**src/touch_detect_pkg.sv**
```systemverilog
// Package of constants and types for the touch-detect sequencer
package touch_detect_pkg;
    // Register offsets (byte addresses)
    localparam logic [7:0] ADDR_CTRL = 8'h00;
    localparam logic [7:0] ADDR_TIMING = 8'h04;
    localparam logic [7:0] ADDR_STATUS = 8'h08;
    localparam logic [7:0] ADDR_IRQ_STAT = 8'h0C;
    localparam logic [7:0] ADDR_IRQ_MASK = 8'h10;
    localparam logic [7:0] ADDR_SCAN = 8'h14;
    // Control register fields
    localparam int CTRL_ACM_BIT = 0;
    localparam int CTRL_RSEL_BIT = 1;
    localparam int CTRL_LPM_BIT = 2;
    localparam logic [2:0] CTRL_RESET = 3'h0;
    // Timing register fields: fast length low byte, fine length high byte
    localparam int TIM_W = 8;
    localparam int TIM_FAST_LSB = 0;
    localparam int TIM_FINE_LSB = 8;
    localparam logic [15:0] TIMING_RESET = 16'h1000;
    // Interrupt status bits
    localparam int IRQ_TOUCH_BIT = 0;
    localparam int IRQ_DONE_BIT = 1;
    localparam int IRQ_W = 2;
    // Measurement select for scan command
    localparam int MEAS_W = 2;
    localparam logic [1:0] MEAS_X = 2'h0;
    localparam logic [1:0] MEAS_Y = 2'h1;
    localparam logic [1:0] MEAS_Z1 = 2'h2;
    localparam logic [1:0] MEAS_Z2 = 2'h3;
    // Panel node connection codes
    localparam logic [1:0] NODE_OPEN = 2'h0;
    localparam logic [1:0] NODE_SUPPLY = 2'h1;
    localparam logic [1:0] NODE_GROUND = 2'h2;
    localparam logic [1:0] NODE_ADC = 2'h3;
    // Settling prescaler: one tick per microsecond
    localparam int CLK_MHZ = 25;
    localparam int TICK_NS = 1000;
    localparam int CLK_NS = 1000 / CLK_MHZ;
    localparam int TICK_CYC = TICK_NS / CLK_NS;
    localparam int PRE_W = 5;

    typedef enum logic [2:0] {
        ST_LOW_POWER = 3'b000,
        ST_DETECT = 3'b001,
        ST_SCAN = 3'b010,
        ST_FAST = 3'b011,
        ST_FINE = 3'b100,
        ST_RESOLVE = 3'b101
    } seq_state_t;
endpackage : touch_detect_pkg

```
**src/touch_detect_sequencer.sv**
```systemverilog
// Touch-detect and panel-settling sequencer with APB registers
`timescale 1ns/1ps
module touch_detect_sequencer (
    // Clock and reset
    input wire logic ref_clk_i,
    input wire logic resetn_i,
    // APB slave
    input wire logic psel_i,
    input wire logic penable_i,
    input wire logic pwrite_i,
    input wire logic [7:0] paddr_i,
    input wire logic [31:0] pwdata_i,
    output logic [31:0] prdata_o,
    output logic pready_o,
    output logic pslverr_o,
    // Panel comparator and scan engine
    input wire logic touch_sense_i,
    input wire logic scan_done_i,
    output logic scan_start_o,
    // Panel switches
    output logic pullup_switch_o,
    output logic pullup_value_select_o,
    output logic x_plus_drive_switch_o,
    output logic y_minus_ground_switch_o,
    output logic y_plus_drive_switch_o,
    output logic [1:0] x_plus_node_o,
    output logic [1:0] x_minus_node_o,
    output logic [1:0] y_plus_node_o,
    output logic [1:0] y_minus_node_o,
    // Interrupt
    output logic touch_interrupt_out_o
);
    // Local widths
    localparam int IRQ_W_LOCAL = touch_detect_pkg::IRQ_W;
    localparam int PRE_W_BITS = touch_detect_pkg::PRE_W;

    // Registers
    logic [2:0] ctrl_ff;
    logic [15:0] timing_ff;
    logic [1:0] meas_ff;
    logic [IRQ_W_LOCAL-1:0] irq_stat_ff;
    logic [IRQ_W_LOCAL-1:0] irq_mask_ff;
    logic [1:0] tag_meas_ff;
    logic tag_touch_ff;
    logic data_valid_ff;
    logic scan_cmd_ff;

    // Synchronisers
    logic touch_s1_ff;
    logic touch_s2_ff;
    logic done_s1_ff;
    logic done_s2_ff;

    // Sequencer
    touch_detect_pkg::seq_state_t state_ff;
    touch_detect_pkg::seq_state_t nxt_state;
    logic [touch_detect_pkg::PRE_W-1:0] pre_ff;
    logic [touch_detect_pkg::TIM_W-1:0] cnt_ff;
    logic tick;
    logic apb_wr;
    logic apb_rd;
    logic autonomous_conversion_mode;
    logic low_power_state;
    logic [touch_detect_pkg::TIM_W-1:0] fast_len;
    logic [touch_detect_pkg::TIM_W-1:0] fine_len;
    logic cnt_zero;
    logic touch_ev;
    logic done_ev;
    logic irq_rd;
    logic [IRQ_W_LOCAL-1:0] irq_set;

    assign apb_wr = psel_i && penable_i && pwrite_i;
    assign apb_rd = psel_i && penable_i && !pwrite_i;
    // Zero wait: read data is a flop already latched in the setup cycle
    assign pready_o = 1'b1;
    assign autonomous_conversion_mode = ctrl_ff[touch_detect_pkg::CTRL_ACM_BIT];
    assign low_power_state = ctrl_ff[touch_detect_pkg::CTRL_LPM_BIT];
    assign fast_len = timing_ff[touch_detect_pkg::TIM_FAST_LSB +: touch_detect_pkg::TIM_W];
    assign fine_len = timing_ff[touch_detect_pkg::TIM_FINE_LSB +: touch_detect_pkg::TIM_W];
    assign cnt_zero = (cnt_ff == '0);
    assign irq_rd = apb_rd && (paddr_i == touch_detect_pkg::ADDR_IRQ_STAT);

    // Two-flop synchronisers for panel-side inputs
    always_ff @(posedge ref_clk_i or negedge resetn_i) begin
        if (!resetn_i) begin
            touch_s1_ff <= 1'b0;
            touch_s2_ff <= 1'b0;
            done_s1_ff <= 1'b0;
            done_s2_ff <= 1'b0;
        end else begin
            touch_s1_ff <= touch_sense_i;
            touch_s2_ff <= touch_s1_ff;
            done_s1_ff <= scan_done_i;
            done_s2_ff <= done_s1_ff;
        end
    end

    // high comparator output is a touch
    assign touch_ev = (state_ff == touch_detect_pkg::ST_DETECT) && touch_s2_ff;
    // done only once status resolved and data tagged
    assign done_ev = (state_ff == touch_detect_pkg::ST_RESOLVE);

    // Register writes
    always_ff @(posedge ref_clk_i or negedge resetn_i) begin
        if (!resetn_i) begin
            ctrl_ff <= touch_detect_pkg::CTRL_RESET;
            timing_ff <= touch_detect_pkg::TIMING_RESET;
            irq_mask_ff <= '0;
            meas_ff <= touch_detect_pkg::MEAS_X;
        end else if (apb_wr) begin
            case (paddr_i)
                // pullup value select lives in control
                touch_detect_pkg::ADDR_CTRL: ctrl_ff <= pwdata_i[2:0];
                touch_detect_pkg::ADDR_TIMING: timing_ff <= pwdata_i[15:0];
                touch_detect_pkg::ADDR_IRQ_MASK: irq_mask_ff <= pwdata_i[IRQ_W_LOCAL-1:0];
                touch_detect_pkg::ADDR_SCAN: meas_ff <= pwdata_i[1:0];
                default: ctrl_ff <= ctrl_ff;
            endcase
        end
    end

    // Direct-mode scan command, one pulse per write
    // Dropped unless in detect; software checks status before asking
    always_ff @(posedge ref_clk_i or negedge resetn_i) begin
        if (!resetn_i) begin
            scan_cmd_ff <= 1'b0;
        end else begin
            scan_cmd_ff <= apb_wr && (paddr_i == touch_detect_pkg::ADDR_SCAN) && !autonomous_conversion_mode;
        end
    end

    // Sticky interrupt status; set beats read-clear
    // direct mode flags touch as interrupt
    assign irq_set[touch_detect_pkg::IRQ_TOUCH_BIT] = touch_ev && !autonomous_conversion_mode;
    assign irq_set[touch_detect_pkg::IRQ_DONE_BIT] = done_ev;
    // Only bits returned by the read are cleared, so a late set is never lost
    for (genvar b = 0; b < IRQ_W_LOCAL; b++) begin : g_irq
        always_ff @(posedge ref_clk_i or negedge resetn_i) begin
            if (!resetn_i) begin
                irq_stat_ff[b] <= 1'b0;
            end else if (irq_set[b]) begin
                irq_stat_ff[b] <= 1'b1;
            end else if (irq_rd && prdata_o[b]) begin
                irq_stat_ff[b] <= 1'b0;
            end
        end
    end
    assign touch_interrupt_out_o = |(irq_stat_ff & irq_mask_ff);

    // Read data mux registered in the setup cycle
    always_ff @(posedge ref_clk_i or negedge resetn_i) begin
        if (!resetn_i) begin
            prdata_o <= 32'h0000_0000;
        end else if (psel_i && !penable_i && !pwrite_i) begin
            case (paddr_i)
                touch_detect_pkg::ADDR_CTRL: prdata_o <= {29'h0, ctrl_ff};
                touch_detect_pkg::ADDR_TIMING: prdata_o <= {16'h0, timing_ff};
                touch_detect_pkg::ADDR_STATUS:
                    prdata_o <= {24'h0, data_valid_ff, tag_touch_ff, tag_meas_ff,
                                 touch_s2_ff, state_ff};
                touch_detect_pkg::ADDR_IRQ_STAT: prdata_o <= {30'h0, irq_stat_ff};
                touch_detect_pkg::ADDR_IRQ_MASK: prdata_o <= {30'h0, irq_mask_ff};
                touch_detect_pkg::ADDR_SCAN: prdata_o <= {30'h0, meas_ff};
                default: prdata_o <= 32'h0000_0000;
            endcase
        end
    end
    // Only beyond the map is refused; holes inside it read as zero
    assign pslverr_o = psel_i && penable_i && (paddr_i > touch_detect_pkg::ADDR_SCAN);

    // Next-state logic
    always_comb begin
        nxt_state = state_ff;
        case (state_ff)
            touch_detect_pkg::ST_LOW_POWER: begin
                if (!low_power_state) begin
                    nxt_state = touch_detect_pkg::ST_DETECT;
                end
            end
            touch_detect_pkg::ST_DETECT: begin
                if (low_power_state) begin
                    nxt_state = touch_detect_pkg::ST_LOW_POWER;
                // autonomous mode starts its own scan
                end else if ((touch_ev && autonomous_conversion_mode) || scan_cmd_ff) begin
                    nxt_state = touch_detect_pkg::ST_SCAN;
                end
            end
            touch_detect_pkg::ST_SCAN: begin
                // on to fast settling after scan; zero fast length skips it
                if (done_s2_ff) begin
                    nxt_state = (fast_len == '0) ? touch_detect_pkg::ST_FINE
                                                 : touch_detect_pkg::ST_FAST;
                end
            end
            touch_detect_pkg::ST_FAST: begin
                if (tick && cnt_zero) begin
                    nxt_state = touch_detect_pkg::ST_FINE;
                end
            end
            touch_detect_pkg::ST_FINE: begin
                if (tick && cnt_zero) begin
                    nxt_state = touch_detect_pkg::ST_RESOLVE;
                end
            end
            touch_detect_pkg::ST_RESOLVE: begin
                // tag then go to mode-dependent idle
                nxt_state = low_power_state ? touch_detect_pkg::ST_LOW_POWER : touch_detect_pkg::ST_DETECT;
            end
            default: nxt_state = touch_detect_pkg::ST_LOW_POWER;
        endcase
    end

    always_ff @(posedge ref_clk_i or negedge resetn_i) begin
        if (!resetn_i) begin
            state_ff <= touch_detect_pkg::ST_LOW_POWER;
        end else begin
            state_ff <= nxt_state;
        end
    end

    // prescaler runs only in timed states, idle is untimed
    always_ff @(posedge ref_clk_i or negedge resetn_i) begin
        if (!resetn_i) begin
            pre_ff <= '0;
        end else if (state_ff != touch_detect_pkg::ST_FAST
                     && state_ff != touch_detect_pkg::ST_FINE) begin
            pre_ff <= '0;
        end else if (pre_ff == PRE_W_BITS'(touch_detect_pkg::TICK_CYC - 1)) begin
            pre_ff <= '0;
        end else begin
            pre_ff <= pre_ff + 1'b1;
        end
    end
    assign tick = (pre_ff == PRE_W_BITS'(touch_detect_pkg::TICK_CYC - 1));

    // one counter, fast length then fine length
    always_ff @(posedge ref_clk_i or negedge resetn_i) begin
        if (!resetn_i) begin
            cnt_ff <= '0;
        end else if (state_ff == touch_detect_pkg::ST_SCAN) begin
            cnt_ff <= (fast_len == '0) ? fine_len : fast_len - 1'b1;
        end else if (state_ff == touch_detect_pkg::ST_FAST && tick && cnt_zero) begin
            cnt_ff <= fine_len;
        end else if (tick && !cnt_zero) begin
            cnt_ff <= cnt_ff - 1'b1;
        end
    end

    // tag measurement with resolved touch status
    always_ff @(posedge ref_clk_i or negedge resetn_i) begin
        if (!resetn_i) begin
            tag_meas_ff <= touch_detect_pkg::MEAS_X;
            tag_touch_ff <= 1'b0;
            data_valid_ff <= 1'b0;
        end else if (state_ff == touch_detect_pkg::ST_SCAN) begin
            data_valid_ff <= 1'b0;
        end else if (done_ev) begin
            tag_meas_ff <= meas_ff;
            tag_touch_ff <= touch_s2_ff;
            data_valid_ff <= 1'b1;
        end
    end

    assign scan_start_o = (state_ff != touch_detect_pkg::ST_SCAN)
                          && (nxt_state == touch_detect_pkg::ST_SCAN);

    // Panel switch decode; no host setup needed
    always_comb begin
        pullup_switch_o = 1'b0;
        x_plus_drive_switch_o = 1'b0;
        y_minus_ground_switch_o = 1'b0;
        y_plus_drive_switch_o = 1'b0;
        x_plus_node_o = touch_detect_pkg::NODE_OPEN;
        x_minus_node_o = touch_detect_pkg::NODE_OPEN;
        y_plus_node_o = touch_detect_pkg::NODE_OPEN;
        y_minus_node_o = touch_detect_pkg::NODE_OPEN;
        case (state_ff)
            // pullup in detect, fine and resolve; detect setup, low power leaves all open
            touch_detect_pkg::ST_DETECT, touch_detect_pkg::ST_FINE,
            touch_detect_pkg::ST_RESOLVE: begin
                pullup_switch_o = 1'b1;
                y_minus_ground_switch_o = 1'b1;
                y_minus_node_o = touch_detect_pkg::NODE_GROUND;
            end
            // X+ drive in parallel with pullup
            touch_detect_pkg::ST_FAST: begin
                pullup_switch_o = 1'b1;
                x_plus_drive_switch_o = 1'b1;
                y_minus_ground_switch_o = 1'b1;
                x_plus_node_o = touch_detect_pkg::NODE_SUPPLY;
                y_minus_node_o = touch_detect_pkg::NODE_GROUND;
            end
            touch_detect_pkg::ST_SCAN: begin
                case (meas_ff)
                    touch_detect_pkg::MEAS_X: begin
                        x_plus_node_o = touch_detect_pkg::NODE_SUPPLY;
                        x_minus_node_o = touch_detect_pkg::NODE_GROUND;
                        y_plus_node_o = touch_detect_pkg::NODE_ADC;
                        x_plus_drive_switch_o = 1'b1;
                    end
                    touch_detect_pkg::MEAS_Y: begin
                        y_plus_node_o = touch_detect_pkg::NODE_SUPPLY;
                        y_minus_node_o = touch_detect_pkg::NODE_GROUND;
                        x_plus_node_o = touch_detect_pkg::NODE_ADC;
                        y_plus_drive_switch_o = 1'b1;
                        y_minus_ground_switch_o = 1'b1;
                    end
                    touch_detect_pkg::MEAS_Z1: begin
                        y_plus_node_o = touch_detect_pkg::NODE_SUPPLY;
                        x_minus_node_o = touch_detect_pkg::NODE_GROUND;
                        x_plus_node_o = touch_detect_pkg::NODE_ADC;
                        y_plus_drive_switch_o = 1'b1;
                    end
                    default: begin
                        y_plus_node_o = touch_detect_pkg::NODE_SUPPLY;
                        x_minus_node_o = touch_detect_pkg::NODE_GROUND;
                        y_minus_node_o = touch_detect_pkg::NODE_ADC;
                        y_plus_drive_switch_o = 1'b1;
                    end
                endcase
            end
            default: pullup_switch_o = 1'b0;
        endcase
    end
    // resistance choice drives the select pin
    assign pullup_value_select_o = ctrl_ff[touch_detect_pkg::CTRL_RSEL_BIT];
endmodule : touch_detect_sequencer

```
**config.mk**
```make
export PLATFORM = sky130hd
export DESIGN_NAME = touch_detect_sequencer
export DESIGN_NICKNAME = d
export VERILOG_FILES = /design/src/touch_detect_pkg.sv /design/src/touch_detect_sequencer.sv
export SDC_FILE = /design/constraint.sdc
export NUM_CORES = 1
export LEC_CHECK = 0
export ABC_AREA = 1
export BUFFER_PORTS_ARGS = -buffer_cell sky130_fd_sc_hd__buf_2
export CAP_MARGIN = 5
export CORE_MARGIN = 5
export CORE_UTILIZATION = 53
export DETAILED_ROUTE_END_ITERATION = 10
export PLACE_DENSITY = 0.84
export SYNTH_ARGS = -nofsm -noshare
export SYNTH_HDL_FRONTEND = slang
export SYNTH_SLANG_ARGS = --single-unit
```
**constraint.sdc**
```tcl
create_clock -name ref_clk_i -period 1.6 [get_ports ref_clk_i]
set_input_delay 0.08 -clock ref_clk_i [delete_from_list [all_inputs] [get_ports ref_clk_i]]
set_output_delay 0.08 -clock ref_clk_i [all_outputs]
set_load 0.05 [all_outputs]
```
Yosys cells after proc, flatten, opt, wreduce, memory -nomap -nowiden
Index checks and enable logic that the tools add are counted. W data, S select, Z words.

Reductions and logical operators: 43. $lt $le $gt $ge: 1. Bitwise logic cells: 2. Shift-type cells: 0. Div/mod/pow operators: 0. Add/sub/neg operators: 3. Multipliers: 0. Eq/ne operators: 17. Multiplexer cells: 37.

Operators by type and width (count): $pmux W16 S6 (1); $mux W8 (4); $logic_not A8 Y1 (3); $mux W3 (7); $logic_and A1 B1 Y1 (20); $pmux W3 S6 (1); $eq A8 B4 Y1 const B (2); $eq A8 B5 Y1 const B (2); $pmux W2 S2 (4); $sub A8 B1 Y8 const B (2); $mux W1 (12); $mux W5 (2); $reduce_and A2 Y1 (5); $eq A3 B2 Y1 const B (3); $eq A8 B3 Y1 const B (1); $gt A8 B5 Y1 const B (1); $mux W2 (4); $eq A3 B3 Y1 const B (2); $ne A3 B2 Y1 const B (2); $reduce_bool A2 Y1 (3); $reduce_or A2 Y1 (3); $add A5 B1 Y5 const B (1); $eq A5 B5 Y1 const B (1); $logic_not A1 Y1 (4); 12 further kinds (13).

Memories: 0. Logic and storage cells: 121. Input bits: 47. Latch bits: 0. Output and inout bits: 49. Register bits after elaboration: 82. RAM bits: 0. ROM bits: 0.

Longest topological paths before layout
Gate-level depths: netlist of run 1.

Depth in word-level cells: 9. Depth in mapped cells: 11. Depth with buffers taken out: 11.

Least setup slack after synthesis of run 1
OpenSTA, ideal clock, no wires.

Kind: input-to-output. From: in paddr_i[6]. To: out pslverr_o. Data required time: 1520 ps. Setup slack: -1306 ps. Arrival: 2826 ps. Path buffers: 0. Stages: 6. Cells stage by stage: inv_1 -> nand2_2 -> inv_1 -> nand2_1 -> nor2_1 -> a2111oi_0.

Cells in the longest elaborated chain, start to end: 2.

RTL lines: start: declaration (RTL line touch_detect_sequencer.sv:11) `input wire logic [7:0] paddr_i,`; $gt A8 B5 Y1 (RTL line touch_detect_sequencer.sv:169) `assign pslverr_o = psel_i && penable_i && (paddr_i > touch_detect_pkg::ADDR_SCAN);`; $logic_and A1 B1 Y1 (RTL line touch_detect_sequencer.sv:169); end: declaration (RTL line touch_detect_sequencer.sv:15) `output logic pslverr_o,`.

Every way passes these cells.

Worst setup path after layout of run 1
From: reg state_ff[0]. To: out scan_start_o.

Cells in the longest elaborated chain, start to end: 9. Elaborated cells on any way between the ends: 19. Those cells by class: 7 x eq/ne; 7 x mux; 5 x reduce/logical.

RTL lines: start: declaration (RTL line touch_detect_sequencer.sv:55) `touch_detect_pkg::seq_state_t state_ff;`; start signal: assignment (RTL line touch_detect_sequencer.sv:215) `state_ff <= touch_detect_pkg::ST_LOW_POWER;`; start signal: assignment (RTL line touch_detect_sequencer.sv:217) `state_ff <= nxt_state;`; $eq A3 B1 Y1 (RTL line touch_detect_sequencer.sv:99, touch_detect_sequencer.sv:174); $logic_and A1 B1 Y1 (RTL line touch_detect_sequencer.sv:99) `assign touch_ev = (state_ff == touch_detect_pkg::ST_DETECT) && touch_s2_ff;`; $logic_and A1 B1 Y1 (RTL line touch_detect_sequencer.sv:184) `end else if ((touch_ev && autonomous_conversion_mode) || scan_cmd_ff) begin`; $logic_or A1 B1 Y1 (RTL line touch_detect_sequencer.sv:184); $mux W3 (RTL line touch_detect_sequencer.sv:184); $mux W3 (RTL line touch_detect_sequencer.sv:181) `if (low_power_state) begin`; $pmux W3 S6 (RTL line touch_detect_sequencer.sv:174) `case (state_ff)`; $eq A3 B2 Y1 (RTL line touch_detect_sequencer.sv:265) `&& (nxt_state == touch_detect_pkg::ST_SCAN);`; $logic_and A1 B1 Y1 (*) (RTL line touch_detect_sequencer.sv:265); end: declaration (RTL line touch_detect_sequencer.sv:19) `output logic scan_start_o,`.

Mark *: on every way between the ends. The rest lies on a longest branch, timed or not.

==> results.ini, run 1 <==
[detailed_routing]
drtIter0Drc=187
vias=3703
viasPerCell=5.179
ant_nets=0
drc=0
wl_per_cell_um=14.66
wirelength_mm=10.48
firstDrtPassIters=5

[outcome]
violations=negative setup slack
outcome=finished, violations left

[synth]
synth_cell_types=42
yosys.area.top_type=dfrtp_1
netlist_instances=482
syn_area_um2=3775
synth_most_common_cell=nand2_1
avgSynthCellArea_um2=7.832
ys_top_cells_by_area=dfrtp_1, nand2_1, inv_1
async_reset_ff_frac=1.000
yosys.area.top_type_share=0.4309
seq_area_frac_synth=0.4379
synth_edf_count=0
synth_commonest_cells=nand2_1, dfrtp_1, inv_1
ys_warn_count=0
ys.flop_type=dfrtp_1
synth_seq_cells=66

[die]
die_w_um=94.40
coreArea_um2=6869
die_area_um2=8910
die_y_um=94.40
ioPinCount=96
initial_utilization=0.5495
rows=30

[run]
drv_cap=0

[finish]
fin_cells=715
syn2layout_area_growth_pct=34.70
drive_gt1_frac=0.3279
n_fill_cell=511
nNetsFinal=669
n_antenna_cell=0

[pwr]
p_int_uw=3521
clockPowerShare=0.199
fin_total_pwr_uw=5960
cellLeakagePower_uw=0.002678
ir_drop_mv=0.6179
switching_share=0.4093
seqPwrFrac=0.334
power_density_nw_per_um2=1172
switchingPower_uw=2439
combPwrFrac=0.467

[cts]
cts_htree_levels=3
cts.path.max_buffers=2
cts_buffers=9
cts_sinks=66
insertion_delay_ns=0.34
cts_tree=done
root_buffer=clkbuf_8
clk_pin_slew_worst_paths_ns=0.07

[grt]
grtUsageTotal=0.2412
grt_max_degree=27
antenna_found_initial=0
globalRouteOverflowTotal=0
grt_pass1_wl_mm=16.62
grt_pass1_vias=3628

[worst_setup_path]
endpoint_kind=primary output
critPathArrivalTime_ns=1.61
path_class=flip-flop to primary output
worstPathCellList=inv_2 -> nor3_2 -> inv_1 -> nor2_1 -> nand2_1 -> inv_1 -> buf_6
start_kind=flip-flop
path_common_cell=inv_1
cp_max_fo=4
critPathRequiredTime_ns=1.52
cp_slowest_stage_delay_ns=0.41
slowest_stage=dfrtp_2

[placement]
place_hpwl_mm=7.327
routabilityCongestion=0.9489
io_buffers=61
place_inst=668

[timing]
rsz0062_at_grt=true
timing.fmax_mhz=590.9
setup_viol=3
finClkSkew_ns=0.007430
hold_viol_final=0
drv_slew=0
worst_slack_ns=-0.09222
final.min_clock_period_ns=1.692
fin_crit_sh=1.058

[min_path]
worstHoldPathType=primary input to flip-flop

==> final timing paths <==
| path | depth (start not counted) | startpoint | slack [ns] | end |
|---|---|---|---|---|
| worst min register to register | 0 | touch_s1_ff | 0.36 | touch_s2_ff |
| worst max-delay path | 7 | state_ff[0] | -0.09 | scan_start_o |
| min in group asynchronous | 2 | resetn_i | 0.20 | tag_meas_ff[0] |
| worst min-delay path | 4 | psel_i | 0.04 | prdata_o[3] |
| worst max register to register | 11 | pre_ff[1] | 0 | cnt_ff[1] |
| max in group asynchronous | 3 | resetn_i | 0.82 | cnt_ff[3] |
==> cells by family (layout without fill, tap and decap cells) <==
group,Yosys count,after routing,share of synthesized area
buf+inv,85,206,0.1107
simple gates,229,229,0.2648
xor+xnor,7,7,0.01624
compound gates,83,83,0.1349
fa+ha+maj,8,8,0.02652
mux,2,2,0.006959
other cells,2,18,0.001989
flops,66,66,0.4379
==> through the flow <==
| step | hold WS (ns) | area [um2] | setup slack, ns | TNS [ns] | utilization |
|---|---|---|---|---|---|
| final | 0.03975 | 5085 | -0.09222 | -0.2015 | 0.7403 |
| after global routing | 0.06038 | 5085 | -0.1802 | -1.158 | 0.7403 |
| after CTS | 0.02372 | 4863 | -0.1200 | -0.2821 | 0.7080 |
| after detailed placement | 0.02609 | 4418 | -0.01865 | -0.01865 | 0.6432 |
| after global placement | 0.02178 | 4418 | 0.07182 | 0 | 0.6432 |
| after floorplan | -0.2156 | 3864 | -0.05567 | -0.2949 | - |
==> worst max-delay path, delay by kind of cell (launching register included) <==
family / cells / cell delay, ns
buffers and inverters: 4 / 0.43
AND/OR/NAND/NOR: 3 / 0.44
flip-flops: 1 / 0.41
==> power by group through the flow <==
stage	Clock (uW)	Sequential, uW	Combinational [uW]
final	1190	1990	2780
after global routing	1290	2010	3020
after CTS	1210	1960	2530
after detailed placement	0	2000	2330
after global placement	0	1990	2270
after floorplan	0	2000	1590
==> cells in the final DEF, fill, tap and decap left out, drive strengths merged, types with 2 or more instances in the layout <==
| cell type | synthesis | final |
|---|---|---|
| ha | 8 | 8 |
| o22ai | 3 | 3 |
| dlygate4sd3 | 0 | 16 |
| nand4 | 4 | 4 |
| clkinv | 0 | 4 |
| mux2 | 2 | 2 |
| a31oi | 2 | 2 |
| clkbuf | 2 | 12 |
| nor3 | 3 | 3 |
| xor2 | 4 | 4 |
| nand3 | 34 | 34 |
| nand2 | 127 | 127 |
| dfrtp | 65 | 65 |
| buf | 26 | 115 |
| nor2 | 59 | 59 |
| xnor2 | 3 | 3 |
| o211ai | 4 | 4 |
| a21oi | 26 | 26 |
| o21ai | 35 | 35 |
| inv | 57 | 57 |
| conb | 2 | 18 |
| o31ai | 8 | 8 |
==> final cells by class <==
class / count / area (um2) / share of cell area
Sequential cell: 66 / 1658 / 0.3260
Inverter: 57 / 214.0 / 0.04208
Multi-Input combinational cell: 347 / 1927 / 0.3789
Tap cell: 96 / 120.1 / 0.02362
Clock inverter: 5 / 31.28 / 0.006152
Timing Repair Buffer: 133 / 1003 / 0.1973
Clock buffer: 11 / 131.4 / 0.02584
==> per-layer routing <==
layer / track usage / up-vias / wire, um
met1: 0.2996 / 1773 / 4330
met2: 0.4108 / 130 / 5311
met5: 0 / - / 0
li1: - / 1779 / -
met3: 0.05418 / 21 / 652
met4: 0.09025 / 0 / 189
==> registers in the layout (all words and copies together) (netlist names) <==
name           cells
irq_stat_ff        2
done_s1_ff         1
cnt_ff             8
prdata_o          16
pre_ff             5
tag_meas_ff        2
touch_s1_ff        1
meas_ff            2
state_ff           3
done_s2_ff         1
irq_mask_ff        2
tag_touch_ff       1
timing_ff         16
data_valid_ff      1
scan_cmd_ff        1
touch_s2_ff        1
ctrl_ff            3
==> timing repair <==
item / CTS / global route
buffers inserted: 6 / 8
hold buffers: 16 / 0
setup endpoints to repair: 11 / 20
gates resized for setup: 26 / 48
hold endpoints to repair: 58 / 0
cloned: 0 / 1
pin swaps: 2 / 20
(Power assumes the default switching activity.)
==> inputs of run 2 (changes only) <==
--- a/config.mk
+++ b/config.mk
@@ -8,8 +8,10 @@
 export ABC_AREA = 1
 export BUFFER_PORTS_ARGS = -buffer_cell sky130_fd_sc_hd__buf_2
 export CAP_MARGIN = 5
+export CORE_ASPECT_RATIO = 1.75
 export CORE_MARGIN = 5
 export CORE_UTILIZATION = 53
+export CTS_CLUSTER_DIAMETER = 60
 export DETAILED_ROUTE_END_ITERATION = 10
 export PLACE_DENSITY = 0.84
 export SYNTH_ARGS = -nofsm -noshare
==> run 2 against run 1 <==
  * The flow still finishes with violations (negative setup slack)
  * Largest power group unchanged
  * Worst setup slack lost 0.011 ns
  * Wire length up 14%
  * Flip-flop and latch count did not move
  * Sequential share of layout area hardly changed
  * Die area grew 0.74%
  * Critical endpoint is now y_minus_node_o[1]
  * Clock-buffer cell count down 1
  * Cell count is 3.1% lower
  * First-iteration DRC count rose to 2.6 times the previous value
  * Combinational power is 1% higher
  * Global-route usage rose by 0.84 points
==> results.ini, run 2 (synthesis results as in run 1) <==
[die]
die_y_um=121.6
die_area_um2=8977
ioPinCount=96
coreArea_um2=6907
initial_utilization=0.5466
rows=40
die_w_um=73.80

[grt]
grt_pass1_vias=3819
globalRouteOverflowTotal=0
antenna_found_initial=0
grt_max_degree=53
grtUsageTotal=0.2496
grt_pass1_wl_mm=17.22

[detailed_routing]
wl_per_cell_um=17.28
wirelength_mm=11.97
drtIter0Drc=495
drc=0
viasPerCell=5.691
vias=3944
firstDrtPassIters=5
ant_nets=0

[cts]
cts_buffers=9
cts_htree_levels=3
cts_sinks=66
clk_pin_slew_worst_paths_ns=0.06
cts_tree=done
cts.path.max_buffers=2
root_buffer=clkbuf_16
insertion_delay_ns=0.34

[timing]
worst_slack_ns=-0.1031
fin_crit_sh=1.064
rsz0062_at_grt=true
hold_ws_ns=0.005738
drv_slew=0
finClkSkew_ns=0.009511
setup_viol=8
timing.fmax_mhz=587.2
hold_viol_final=0
final.min_clock_period_ns=1.703

[finish]
fin_util=0.7351
layout_common_cells=nand2_1, dfrtp_1, buf_2, buf_4, inv_1
largestRegisters=prdata_o: 16 flops, timing_ff: 16 flops, cnt_ff: 8 flops
drive_gt1_frac=0.3317
syn2layout_area_growth_pct=34.50
n_fill_cell=440
final_common_cell=nand2_1
fin_cells=693
nNetsFinal=659
n_antenna_cell=0

[worst_setup_path]
start_kind=flip-flop
critPathArrivalTime_ns=1.62
path_class=flip-flop to primary output
cp_max_fo=3
critPathRequiredTime_ns=1.52
endpoint_kind=primary output

[pwr]
fin_total_pwr_uw=6839
ir_drop_mv=1.102
power_density_nw_per_um2=1347
cellLeakagePower_uw=0.002664

[outcome]
outcome=finished, violations left
violations=negative setup slack

[placement]
place_inst=647
io_buffers=61
place_hpwl_mm=7.415
dp_slack_ns=-0.01332
routabilityCongestion=0.9045

[min_path]
worstHoldPathType=primary input to flip-flop

[run]
drv_cap=0

run 2: what timing repair did:
action | CTS | global route
gates cloned | 0 | 1
gates resized for setup | 24 | 48
setup buffers | 8 | 10
hold buffers | 11 | 0
pin swaps | 1 | 12
setup endpoints to repair | 17 | 20
hold endpoints to repair | 24 | 0
run 2: path summary, 6_finish.rpt:
path / startpoint / to / slack [ns] / cells after the start
hold reg to reg: done_s1_ff / done_s2_ff / 0.35 / 0
max in group asynchronous: resetn_i / state_ff[2] / 0.77 / 3
setup / recovery: state_ff[0] / y_minus_node_o[1] / -0.10 / 5
min in group asynchronous: resetn_i / prdata_o[15] / 0.19 / 2
hold / removal: pwdata_i[7] / timing_ff[7] / 0.006 / 3
setup reg to reg: timing_ff[0] / cnt_ff[3] / -0.07 / 9
run 2: final cells by class:
class	instances	area (um2)	share of cell area
clock buffers	10	239.0	0.04707
well taps	84	105.1	0.02070
repair buffers	122	873.3	0.1720
multi-input cells	348	1922	0.3785
clock inverters	6	66.31	0.01306
inverters	57	214.0	0.04214
flip-flops and latches	66	1658	0.3265
run 2: metrics by stage:
step	instance area [um2]	TNS, ns
2_1_floorplan	3864	-0.2949
3_3_place_gp	4323	-0.001110
3_5_place_dp	4323	-0.01332
4_1_cts	4868	-0.1025
5_1_grt	5077	-0.9602
6_report	5077	-0.3619
run 2: critical path: stages (launching register included):
cell and delay [ns]:
dfrtp_2 0.45, nor2_4 0.19, a21oi_4 0.05, a31o_4 0.21
or2_4 0.23, buf_8 0.15
run 2: where the power goes:
| part | leakage (uW) | internal, uW | switching (uW) |
|---|---|---|---|
| clock | 0.000141 | 1250 | 767 |
| combinational | 0.00171 | 1070 | 1740 |
| sequential | 0.000817 | 1840 | 173 |
| total | 0.00266 | 4150 | 2680 |
run 2: metal layers:
metal / GRT usage / routed length, um / vias up
met2: 0.4350 / 6091 / 255
met5: 0 / 0 / -
met4: 0.1621 / 927 / 0
met1: 0.2588 / 4010 / 1836
met3: 0.05698 / 942 / 86
li1: - / - / 1767
==> inputs of run 3 (changes only) <==
--- a/config.mk
+++ b/config.mk
@@ -5,7 +5,6 @@
 export SDC_FILE = /design/constraint.sdc
 export NUM_CORES = 1
 export LEC_CHECK = 0
-export ABC_AREA = 1
 export BUFFER_PORTS_ARGS = -buffer_cell sky130_fd_sc_hd__buf_2
 export CAP_MARGIN = 5
 export CORE_ASPECT_RATIO = 1.75
==> run 3 against run 2 <==
  * Synthesized area decreased by 3.7%
  * Total power increased by 0.20%
  * Maximum frequency decreased by 26%
  * Wire length increased by 24%
  * Critical endpoint is now cnt_ff[5]
  * Clock power decreased by 3%
  * Synthesized cell count decreased by 25%
  * Worst hold slack improved by 0.051 ns
  * The flow still finishes with violations (negative setup slack)
  * Flip-flop and latch count unchanged
  * Critical path type is now flip-flop to flip-flop
  * Sequential share of layout area decreased by 3.6 points
==> results.ini, run 3 <==
[outcome]
outcome=finished, violations left
violations=negative setup slack

[worst_setup_path]
worstPathCellList=or3_1 -> o31ai_1 -> a311oi_4 -> a2111oi_2 -> nor3_2
path_class=flip-flop to flip-flop
r2r-start=timing_ff[2]
rr_worst_depth=5
reg2reg_setup_slack_ns=-0.70
cp_slowest_stage_delay_ns=0.52
start_kind=flip-flop
critPathArrivalTime_ns=2.51
endpoint_kind=flip-flop
cp_max_fo=5
critPathRequiredTime_ns=1.81
r2r-end=cnt_ff[5]
slowest_stage=a2111oi_2

[timing]
worst_slack_ns=-0.7019
tns_ns=-5.891
finClkSkew_ns=0.004770
rsz0062_at_grt=true
fin_crit_sh=1.439
final.min_clock_period_ns=2.302
hold_viol_final=0
tightestPinTransition_ns=0.5014
timing.fmax_mhz=434.4
drv_slew=0
relSlewSlack=0.6629
setup_viol=24

[finish]
syn2layout_area_growth_pct=56.68
drive_gt1_frac=0.4804
n_antenna_cell=0
nNetsFinal=588
largestRegisters=prdata_o: 16 flops, timing_ff: 16 flops, cnt_ff: 8 flops
layout_common_cells=buf_4, dfrtp_1, buf_2, nand2_1, buf_6
fin_cells=621
n_fill_cell=307
final_common_cell=buf_4

[detailed_routing]
wirelength_mm=14.89
firstDrtPassIters=5
drtIter0Drc=437
viasPerCell=6.475
vias=4021
drc=0
wl_per_cell_um=23.98
ant_nets=0

[placement]
place_hpwl_mm=7.866
place_inst=561
io_buffers=61
routabilityCongestion=0.9168
dp_slack_ns=-0.4985

[synth]
synth_most_common_cell=dfrtp_1
synth_edf_count=0
seq_area_frac_synth=0.4546
syn_area_um2=3636
ys_top_cells_by_area=dfrtp_1, mux2_2, buf_4
yosys.area.top_type_share=0.4474
synth_seq_cells=66
yosys.area.top_type=dfrtp_1
avgSynthCellArea_um2=10.04
netlist_instances=362
synth_cell_types=65
synth_commonest_cells=dfrtp_1, nor2_1, nand2_1
ys.flop_type=dfrtp_1
async_reset_ff_frac=1.000
ys_warn_count=0

[cts]
cts_sinks=66
cts.path.max_buffers=2
cts_buffers=9
insertion_delay_ns=0.34
cts_htree_levels=3
clk_pin_slew_worst_paths_ns=0.05
cts_tree=done
root_buffer=clkbuf_16

[die]
rows=40
die_w_um=72.61
die_y_um=119.6
initial_utilization=0.5381
ioPinCount=96
coreArea_um2=6756
die_area_um2=8682

[grt]
grtUsageTotal=0.3090
grt_pass1_wl_mm=20.30
antenna_found_initial=0
grt_max_degree=67
globalRouteOverflowTotal=0
grt_pass1_vias=3908

[min_path]
worstHoldPathType=primary input to flip-flop
worstHoldStart=pwdata_i[0]
whs_endpoint=meas_ff[0]
min_delay_path_depth=2

[pwr]
power_density_nw_per_um2=1203
ir_drop_mv=0.9818
cellLeakagePower_uw=0.002770
fin_total_pwr_uw=6853

[run]
drv_cap=0

==> run 3: changes by cell type after synthesis, moves of 14 or more <==
cell and change:
o21ai_0 -14, nand3_1 -24, nand2_1 -97, nor2_1 -23, mux2_2 +14, inv_1 -43
==> run 3: power by group <==
group | switching [uW] | internal, uW | leakage, uW
sequential | 129 | 1810 | 0.000882
combinational | 1590 | 1370 | 0.00175
clock | 718 | 1230 | 0.000142
total | 2440 | 4410 | 0.00277
==> run 3: timing repair <==
action | 4_1_cts | 5_1_grt
gates cloned | 1 | 0
setup buffers | 18 | 12
hold buffers | 17 | 0
endpoints found under the setup margin | 23 | 27
endpoints found under the hold margin | 81 | 0
pin swaps | 13 | 22
gates resized for setup | 88 | 53
==> run 3: kinds of logic (layout without fill, tap and decap cells) <==
group	count (synthesis)	count (layout)	share of synthesized area
compound gates	81	81	0.1576
xor+xnor	8	8	0.01927
fa+ha+maj	8	8	0.02753
buf+inv	46	204	0.06848
flops	66	66	0.4546
mux	28	28	0.08569
other cells	2	18	0.002065
simple gates	123	124	0.1848
==> run 3: layout make-up <==
class	instances	area [um2]	area share
Multi-Input combinational cell	267	2162	0.3795
Inverter	12	52.55	0.009225
Clock inverter	3	40.04	0.007028
Tap cell	84	105.1	0.01845
Sequential cell	66	1655	0.2906
Clock buffer	12	246.5	0.04327
Timing Repair Buffer	177	1435	0.2519
==> run 3: worst max-delay path by stage <==
stage                     cells past startpoint  slack, ns   endpoint          from
after floorplan                               8      -0.47  cnt_ff[3]  timing_ff[0]
after global placement                        7      -0.43  cnt_ff[3]  timing_ff[0]
after detailed placement                      7      -0.50  cnt_ff[5]  timing_ff[0]
after CTS                                     7      -0.40  cnt_ff[5]  timing_ff[0]
after global routing                          5      -0.75  cnt_ff[5]  timing_ff[2]
final                                         5      -0.70  cnt_ff[5]  timing_ff[2]
==> run 3: stage by stage <==
stage | utilization | instance area (um2) | hold WS, ns
2_1_floorplan | - | 3737 | -0.2156
3_3_place_gp | 0.6665 | 4503 | 0.1142
3_5_place_dp | 0.6665 | 4503 | 0.1272
4_1_cts | 0.7980 | 5391 | 0.04422
5_1_grt | 0.8431 | 5697 | 0.06247
6_report | 0.8431 | 5697 | 0.05719
==> run 3: metal layers <==
metal	global-route usage	part of all wire	vias to the layer above
met1	0.3117	0.33	1930
met5	0	0	-
met4	0.2402	0.082	0
li1	-	-	1635
met2	0.5226	0.50	346
met3	0.07795	0.087	110
==> run 3: worst max-delay path: cells and delay by family, from the launching register on <==
family | cells | cell delay, ns
AOI/OAI and AO/OA | 3 | 1.19
DFF | 1 | 0.44
and+or+nand+nor | 2 | 0.55
